## src/logic/sdfr_pkg.sv

```systemverilog
// How it works
// Host opens each frame by pulling frame select low; only that fall arms capture.
// While select is low, each of the first sixteen falling serial clock edges shifts one data bit in.
// The sixteenth falling edge captures the last bit and applies code and mode at once.
// The first two frame bits form the operating mode field.
// The next eight bits are the converter code; trailing bits are ignored.
// Frames arrive most significant bit first.
// Host raises select at least 20 ns before the next frame starts.
// Select rising before the sixteenth edge clears the shift register and voids the frame.
// An aborted frame leaves stored code and mode untouched.
// Reset loads code zero and keeps it until a complete frame arrives.
// Mode 00 is normal operation with the amplifier driving the output.
// Mode 01 is 1 kOhm to ground, 10 is 100 kOhm, 11 is high impedance.
// Any power-down mode shuts the amplifier and selects the termination network.
// Power-down never alters the stored converter code.
// The code is straight unsigned binary from 0 to 255.
// After commit, further clock edges are ignored until select rises and falls again.
`default_nettype none
package sdfr_pkg;

  localparam int FRAME_BITS = 16;
  localparam int CNT_W      = 5;
  localparam int CODE_W     = 8;
  localparam int MODE_W     = 2;
  localparam int MODE_HI    = 15;
  localparam int MODE_LO    = 14;
  localparam int CODE_HI    = 13;
  localparam int CODE_LO    = 6;

  localparam logic [CNT_W-1:0]      LAST_BIT   = 5'h0F;
  localparam logic [CNT_W-1:0]      CNT_ZERO   = 5'h00;
  localparam logic [CNT_W-1:0]      CNT_ONE    = 5'h01;
  localparam logic [FRAME_BITS-1:0] SHIFT_RST  = 16'h0000;
  localparam logic [CODE_W-1:0]     CODE_RST   = 8'h00;

  typedef enum logic [MODE_W-1:0] {
    SDFR_MODE_NORMAL = 2'b00,
    SDFR_MODE_PD_1K  = 2'b01,
    SDFR_MODE_PD_100K = 2'b10,
    SDFR_MODE_PD_HIZ = 2'b11
  } sdfr_mode_e;

  typedef enum logic [1:0] {
    SDFR_ST_IDLE = 2'b00,
    SDFR_ST_SHIFT = 2'b01,
    SDFR_ST_DONE = 2'b10
  } sdfr_state_e;

  typedef struct packed {
    logic [CODE_W-1:0] code;
    sdfr_mode_e        mode;
  } sdfr_word_s;

  typedef struct packed {
    logic amp_on;
    logic term_1k;
    logic term_100k;
    logic hiz;
  } sdfr_out_s;

  // The three pins travel together so that their samples stay aligned in time.
  typedef struct packed {
    logic sclk;
    logic sync_n;
    logic din;
  } sdfr_pins_s;

  localparam sdfr_word_s WORD_RST = '{code: CODE_RST, mode: SDFR_MODE_NORMAL};

endpackage : sdfr_pkg
`default_nettype wire

```

## src/logic/sdfr_sync.sv

```systemverilog
`timescale 1ns/10ps
`default_nettype none
module sdfr_sync
  import sdfr_pkg::*;
(
  input  wire logic       clk_in,
  input  wire logic       rstn_in,
  input  wire sdfr_pins_s pins_in,
  output var  sdfr_pins_s pins_out
);

  typedef struct packed {
    sdfr_pins_s meta;
    sdfr_pins_s stable;
  } sdfr_sync_s;

  sdfr_sync_s st;
  sdfr_sync_s next_st;

  // Idle levels: clock high, select high, so reset does not fake an edge.
  localparam sdfr_pins_s PINS_IDLE = '{sclk: 1'b1, sync_n: 1'b1, din: 1'b0};

  always_comb begin
    next_st.meta   = pins_in;
    next_st.stable = st.meta;
  end

  always_ff @(posedge clk_in) begin
    if (!rstn_in) begin
      st <= '{meta: PINS_IDLE, stable: PINS_IDLE};
    end else begin
      st <= next_st;
    end
  end

  assign pins_out = st.stable;

endmodule : sdfr_sync
`default_nettype wire

```

## src/logic/sdfr_receiver.sv

```systemverilog
`timescale 1ns/10ps
`default_nettype none
module sdfr_receiver
  import sdfr_pkg::*;
(
  input  wire logic              CLK_IN,
  input  wire logic              RSTN_IN,
  input  wire logic              SCLK_IN,
  input  wire logic              SYNC_N_IN,
  input  wire logic              DIN_IN,
  output logic [CODE_W-1:0]      CODE_OUT,
  output logic                   PWR_MODE_BIT_HI_OUT,
  output logic                   PWR_MODE_BIT_LO_OUT,
  output logic                   AMP_ON_OUT,
  output logic                   TERM_1K_OUT,
  output logic                   TERM_100K_OUT,
  output logic                   HIZ_OUT,
  output logic                   UPDATE_OUT
);

  // ------------------------------------------------------------
  // Pin synchroniser
  // ------------------------------------------------------------
  sdfr_pins_s pins_raw;
  sdfr_pins_s pins;

  assign pins_raw = '{sclk: SCLK_IN, sync_n: SYNC_N_IN, din: DIN_IN};

  sdfr_sync u_sync (
    .clk_in   (CLK_IN),
    .rstn_in  (RSTN_IN),
    .pins_in  (pins_raw),
    .pins_out (pins)
  );

  // ------------------------------------------------------------
  // State
  // ------------------------------------------------------------
  typedef struct packed {
    sdfr_pins_s              prev;
    sdfr_state_e             state;
    logic [FRAME_BITS-1:0]   shift;
    logic [CNT_W-1:0]        count;
    sdfr_word_s              word;
    sdfr_out_s               outs;
    logic                    update;
  } sdfr_core_s;

  sdfr_core_s st;
  sdfr_core_s next_st;

  // ------------------------------------------------------------
  // Constants
  // ------------------------------------------------------------
  // Idle levels: clock high, select high, so reset does not fake an edge.
  localparam sdfr_pins_s PINS_IDLE = '{sclk: 1'b1, sync_n: 1'b1, din: 1'b0};

  // Reset leaves the amplifier driving, which is what the normal mode selects.
  localparam sdfr_out_s  OUTS_RST  = '{
    amp_on:    1'b1,
    term_1k:   1'b0,
    term_100k: 1'b0,
    hiz:       1'b0
  };

  // ------------------------------------------------------------
  // Helper functions
  // ------------------------------------------------------------
  function automatic logic edge_fell(input logic prev_lvl, input logic now_lvl);
    return prev_lvl & ~now_lvl;
  endfunction : edge_fell

  function automatic logic edge_rose(input logic prev_lvl, input logic now_lvl);
    return ~prev_lvl & now_lvl;
  endfunction : edge_rose

  function automatic sdfr_mode_e frame_mode(input logic [FRAME_BITS-1:0] frame);
    return sdfr_mode_e'(frame[MODE_HI:MODE_LO]);
  endfunction : frame_mode

  function automatic logic [CODE_W-1:0] frame_code(input logic [FRAME_BITS-1:0] frame);
    // Bits below the code field are don't-care and are dropped here.
    return frame[CODE_HI:CODE_LO];
  endfunction : frame_code

  function automatic sdfr_out_s decode_mode(input sdfr_mode_e m);
    sdfr_out_s o;
    o = '{amp_on: 1'b0, term_1k: 1'b0, term_100k: 1'b0, hiz: 1'b0};
    case (m)
      SDFR_MODE_NORMAL: begin
        o.amp_on = 1'b1;
      end
      SDFR_MODE_PD_1K: begin
        o.term_1k = 1'b1;
      end
      SDFR_MODE_PD_100K: begin
        o.term_100k = 1'b1;
      end
      SDFR_MODE_PD_HIZ: begin
        o.hiz = 1'b1;
      end
      default: begin
        // An unknown mode falls back to the termination that draws no current.
        o.hiz = 1'b1;
      end
    endcase
    return o;
  endfunction : decode_mode

  function automatic sdfr_word_s frame_word(input logic [FRAME_BITS-1:0] frame);
    sdfr_word_s w;
    w.code = frame_code(frame);
    w.mode = frame_mode(frame);
    return w;
  endfunction : frame_word

  // ------------------------------------------------------------
  // Edge detection
  // ------------------------------------------------------------
  // Each edge is found against the previous sample, so it counts once however long
  // the new level then stands.
  logic sclk_fall;
  logic sync_fall;
  logic sync_rise;
  logic last_bit;

  assign sclk_fall = edge_fell(st.prev.sclk, pins.sclk);
  assign sync_fall = edge_fell(st.prev.sync_n, pins.sync_n);
  assign sync_rise = edge_rose(st.prev.sync_n, pins.sync_n);
  assign last_bit  = (st.count == LAST_BIT);

  // ------------------------------------------------------------
  // Shift path
  // ------------------------------------------------------------
  // New bits enter at the bottom, so the first bit ends at the top.
  logic [FRAME_BITS-1:0] shifted;

  for (genvar b = 0; b < FRAME_BITS; b++) begin : g_shift
    if (b == 0) begin : g_head
      assign shifted[b] = pins.din;
    end else begin : g_body
      assign shifted[b] = st.shift[b-1];
    end
  end

  // ------------------------------------------------------------
  // Next-state logic
  // ------------------------------------------------------------
  always_comb begin

    next_st        = st;
    next_st.prev   = pins;
    next_st.update = 1'b0;

    case (st.state)
      SDFR_ST_IDLE: begin
        if (sync_fall) begin
          next_st.state = SDFR_ST_SHIFT;
          next_st.count = CNT_ZERO;
          next_st.shift = SHIFT_RST;
        end
      end
      SDFR_ST_SHIFT: begin
        // A select rise and a clock fall in the same sample count as an abort.
        if (sync_rise) begin
          next_st.state = SDFR_ST_IDLE;
          next_st.shift = SHIFT_RST;
          next_st.count = CNT_ZERO;
        end else if (sclk_fall) begin
          next_st.shift = shifted;
          next_st.count = st.count + CNT_ONE;
          if (last_bit) begin
            // Word and output stage change in the same register update.
            next_st.state  = SDFR_ST_DONE;
            next_st.word   = frame_word(shifted);
            next_st.outs   = decode_mode(frame_mode(shifted));
            next_st.update = 1'b1;
          end
        end
      end
      SDFR_ST_DONE: begin
        // Clock edges here are dropped; only a new select fall restarts.
        if (sync_rise) begin
          next_st.state = SDFR_ST_IDLE;
        end
      end
      default: begin
        next_st.state = SDFR_ST_IDLE;
      end
    endcase
  end

  // ------------------------------------------------------------
  // State register
  // ------------------------------------------------------------
  always_ff @(posedge CLK_IN) begin
    if (!RSTN_IN) begin
      st.prev   <= PINS_IDLE;
      st.state  <= SDFR_ST_IDLE;
      st.shift  <= SHIFT_RST;
      st.count  <= CNT_ZERO;
      st.word   <= WORD_RST;
      st.outs   <= OUTS_RST;
      st.update <= 1'b0;
    end else begin
      st <= next_st;
    end
  end

  // ------------------------------------------------------------
  // Outputs
  // ------------------------------------------------------------
  // Power-down changes the amplifier and termination flags; the code stays put.
  assign CODE_OUT            = st.word.code;
  assign PWR_MODE_BIT_HI_OUT = st.word.mode[1];
  assign PWR_MODE_BIT_LO_OUT = st.word.mode[0];
  assign AMP_ON_OUT          = st.outs.amp_on;
  assign TERM_1K_OUT         = st.outs.term_1k;
  assign TERM_100K_OUT       = st.outs.term_100k;
  assign HIZ_OUT             = st.outs.hiz;
  assign UPDATE_OUT          = st.update;

endmodule : sdfr_receiver
`default_nettype wire

```

## config.mk

```make
export PLATFORM = sky130hd
export DESIGN_NAME = sdfr_receiver
export DESIGN_NICKNAME = d
export VERILOG_FILES = /design/src/logic/sdfr_pkg.sv /design/src/logic/sdfr_sync.sv /design/src/logic/sdfr_receiver.sv
export SDC_FILE = /design/constraint.sdc
export NUM_CORES = 1
export LEC_CHECK = 0
export ABC_AREA = 1
export BUFFER_PORTS_ARGS = -buffer_cell sky130_fd_sc_hd__clkbuf_2
export CAP_MARGIN = 20
export CORE_ASPECT_RATIO = 0.9
export CORE_MARGIN = 2
export CORE_UTILIZATION = 50
export DETAILED_ROUTE_END_ITERATION = 8
export GPL_TIMING_DRIVEN = 0
export PLACE_DENSITY = 0.73
export SLEW_MARGIN = 10
export SYNTH_ARGS = -nofsm -noshare
export SYNTH_HDL_FRONTEND = slang
export SYNTH_SLANG_ARGS = --single-unit
```

## constraint.sdc

```tcl
create_clock -name CLK_IN -period 1.5 [get_ports CLK_IN]
set_input_delay 0.15 -clock CLK_IN [delete_from_list [all_inputs] [get_ports CLK_IN]]
set_output_delay 0.15 -clock CLK_IN [all_outputs]
set_load 0.01 [all_outputs]
```

==> results_dict.tcl <==
set metrics [dict create \
    final_common_cell "nand2_1" \
    irDropWorstVdd_uv 729.9 \
    clk_latency_ps 300 \
    grt_pass1_vias 1298 \
    cts_buffer_depth 2 \
    dr.max_layer_used "met4" \
    via_per_inst 5.046 \
    grt_max_degree 15 \
    critPathMaxFanout 6 \
    synth_seq_area_share 0.5053 \
    grt.overflow.total 0 \
    wl_met1_um 1776 \
    relSlewSlack 0.5571 \
    cap_violations 0 \
    required_ps 1730 \
    design.die.area_um2 4060 \
    multiInputGateArea_um2 812.0 \
    hold_class "in -> reg" \
    hold_start "DIN_IN" \
    start_util 0.5239 \
    htree_levels 2 \
    critical_path_class "reg -> reg" \
    violations "negative setup slack" \
    power_density_nw_per_um2 1064 \
    first_pass_iters 4 \
    gp_congestion 0.8344 \
    wl_met3_um 141 \
    numPortBuffers 18 \
    r2r_setup_slack_ps -120 \
    area.growth.synth_to_final_pct 30.10 \
    synthDistinctLibCells 25 \
    endpoint_kind "register" \
    setup_violations 15 \
    cts_num_sinks 45 \
    maxSlewViolCount 0 \
    fin_crit_ps 1617 \
    hold-path-cell-count 3 \
    cts_tree "yes" \
    ys_ff_latch 45 \
    core-area_um2 3403 \
    syn_nets 228 \
    reg2reg_depth 11 \
    critPathArrivalTime_ps 1850 \
    fin_skew_ps 8.600 \
    final_cell_mix "nand2_1 (65), dfxtp_1 (42), buf_4 (20)" \
    drc 0 \
    wl_per_cell_um 12.79 \
    fin_crit_sh 1.078 \
    syn_area_um2 1783 \
    root_buffer "clkbuf_8" \
    dpl.hpwl_um 2229 \
    nFillCells 272 \
    final_antenna_net_count 0 \
    dieWidth_um 66.95 \
    synth_cells 221 \
    cts_hold_buffers 0 \
    outcome "finished, violations left" \
    postLayoutCellArea_um2 2320 \
    rows 20 \
    cp-start-kind "register" \
    routed_wl_um 3913 \
    finalWorstSetupSlack_ps -116.7 \
    r2r-start "st[15]" \
    groute.usage.overall 0.2093 \
    rsz0062_at_grt "yes" \
    timing.fmax_mhz 618.5 \
    p_leak_nw 0.9752 \
    drive_gt1_frac 0.3893 \
    clk_pin_slew_worst_paths_ps 80 \
    worst_slew_pin_slew_ps 664.3 \
    wl_met2_um 1913 \
    seq_area_um2 904.6 \
    cts-buffers-inserted 5 \
    r2r_end "TERM_1K_OUT" \
    synth.avg_cell_area_um2 8.068 \
    drtIter0Drc 168 \
    ioPinCount 20 \
    antenna_found_initial 0 \
    place_area_um2 1931 \
    die_h_um 60.65 \
    grt_pass1_wl_um 6099 \
    via_count 1544 \
    n_antenna_cell 0 \
    yosysWarningCount 0 \
    fin_nets 268 \
    timing.hold.ws_ps 25.58 \
    hold_violations 0 \
    min_to "u_sync.next_st[0]" \
]
==> synthesized netlist by cell type <==
| master | n | share of area |
|---|---|---|
| nand2_1 | 72 | 0.15 |
| xor2_1 | 1 | 0.0049 |
| dfxtp_1 | 45 | 0.51 |
| inv_1 | 11 | 0.023 |
| nand2_2 | 2 | 0.0070 |
| a21oi_2 | 10 | 0.049 |
| a21oi_1 | 16 | 0.045 |
| buf_1 | 2 | 0.0042 |
| ha_1 | 2 | 0.014 |
| nor2_1 | 10 | 0.021 |
| o21ai_0 | 3 | 0.0084 |
| nand3_1 | 13 | 0.036 |
| buf_2 | 1 | 0.0028 |
| inv_2 | 3 | 0.0063 |
| or2_2 | 4 | 0.014 |
| nand4_1 | 4 | 0.014 |
| nor3_4 | 1 | 0.0091 |
| clkbuf_1 | 1 | 0.0021 |
| nand3_2 | 1 | 0.0056 |
| nor2_2 | 2 | 0.0070 |
| buf_4 | 10 | 0.042 |
| buf_6 | 2 | 0.013 |
| o21ai_1 | 2 | 0.0056 |
| clkinv_1 | 2 | 0.0042 |
| o31ai_1 | 1 | 0.0042 |
==> registers in the layout, summed over array words and instances (netlist names) <==
register             flops
AMP_ON_OUT               1
CODE_OUT                 8
HIZ_OUT                  1
PWR_MODE_BIT_HI_OUT      1
PWR_MODE_BIT_LO_OUT      1
TERM_100K_OUT            1
TERM_1K_OUT              1
UPDATE_OUT               1
shifted                 15
st                       9
u_sync.next_st           3
u_sync.pins_out          3
==> timing repair <==
item / CTS / global route
setup buffers: 7 / 6
endpoints found under the setup margin: 16 / 32
endpoints found under the hold margin: 0 / 0
gates cloned: 2 / 0
pin swaps: 7 / 9
gates resized for setup: 21 / 18
==> cell type report <==
class,count,area share
plain buffers,16,0.05070
clock buffers,5,0.02967
clock inverters,3,0.02805
inverters,16,0.02697
multi-input cells,144,0.3501
flip-flops and latches,45,0.3900
well taps,44,0.02373
repair buffers,32,0.09763
repair inverters,1,0.003236
==> per-layer routing <==
metal,vias up,track usage
met5,-,0
li1,777,-
met2,33,0.3271
met4,0,0.1050
met3,8,0.06122
met1,726,0.2675
==> how the worst max path moves through the flow <==
stage	end	depth (start not counted)	slack [ps]	from
2_1_floorplan	HIZ_OUT	9	20	st[15]
3_3_place_gp	HIZ_OUT	9	-170	st[15]
3_5_place_dp	TERM_100K_OUT	10	-230	st[15]
4_1_cts	TERM_1K_OUT	11	-120	st[16]
5_1_grt	CODE_OUT[5]	11	-210	st[15]
6_report	TERM_1K_OUT	11	-120	st[15]
==> metrics by stage <==
stage | util | worst slack, ps | std cells | total power [mW] | setup TNS (ps)
after floorplan | - | 19.85 | 221 | 1.366 | 0
after global placement | 0.5673 | -166.3 | 283 | 1.400 | -1925
after detailed placement | 0.5673 | -233.1 | 283 | 1.402 | -2804
after CTS | 0.6526 | -123.2 | 300 | 2.463 | -726.8
after global routing | 0.6816 | -208.0 | 306 | 2.551 | -2520
final | 0.6816 | -116.7 | 306 | 2.468 | -1085
==> logic make-up (layout without fill, tap and decap cells) <==
logic type      Yosys count  in the layout  share of synthesized area
flops                    45             45                     0.5053
fa+ha+maj                 2              2                    0.01403
xor+xnor                  1              1                   0.004913
simple gates            109            109                     0.2660
compound gates           32             32                     0.1123
buf+inv                  32             73                    0.09754
==> critical path: stages (launching register included) <==
cell and delay, ps:
dfxtp_2 360, ha_4 140, nand2_2 50, nor2_2 90
ha_2 200, inv_2 50, nor2_4 160, nand2_4 130
buf_6 170, nor2_4 60, nand2_1 50, a21oi_1 110
==> power by group <==
part           internal, mW  total, mW  switching (mW)
clock network         0.662       1.07           0.413
registers              1.21       1.22          0.0124
logic                0.0555      0.172           0.117
(Power assumes the default switching activity.)
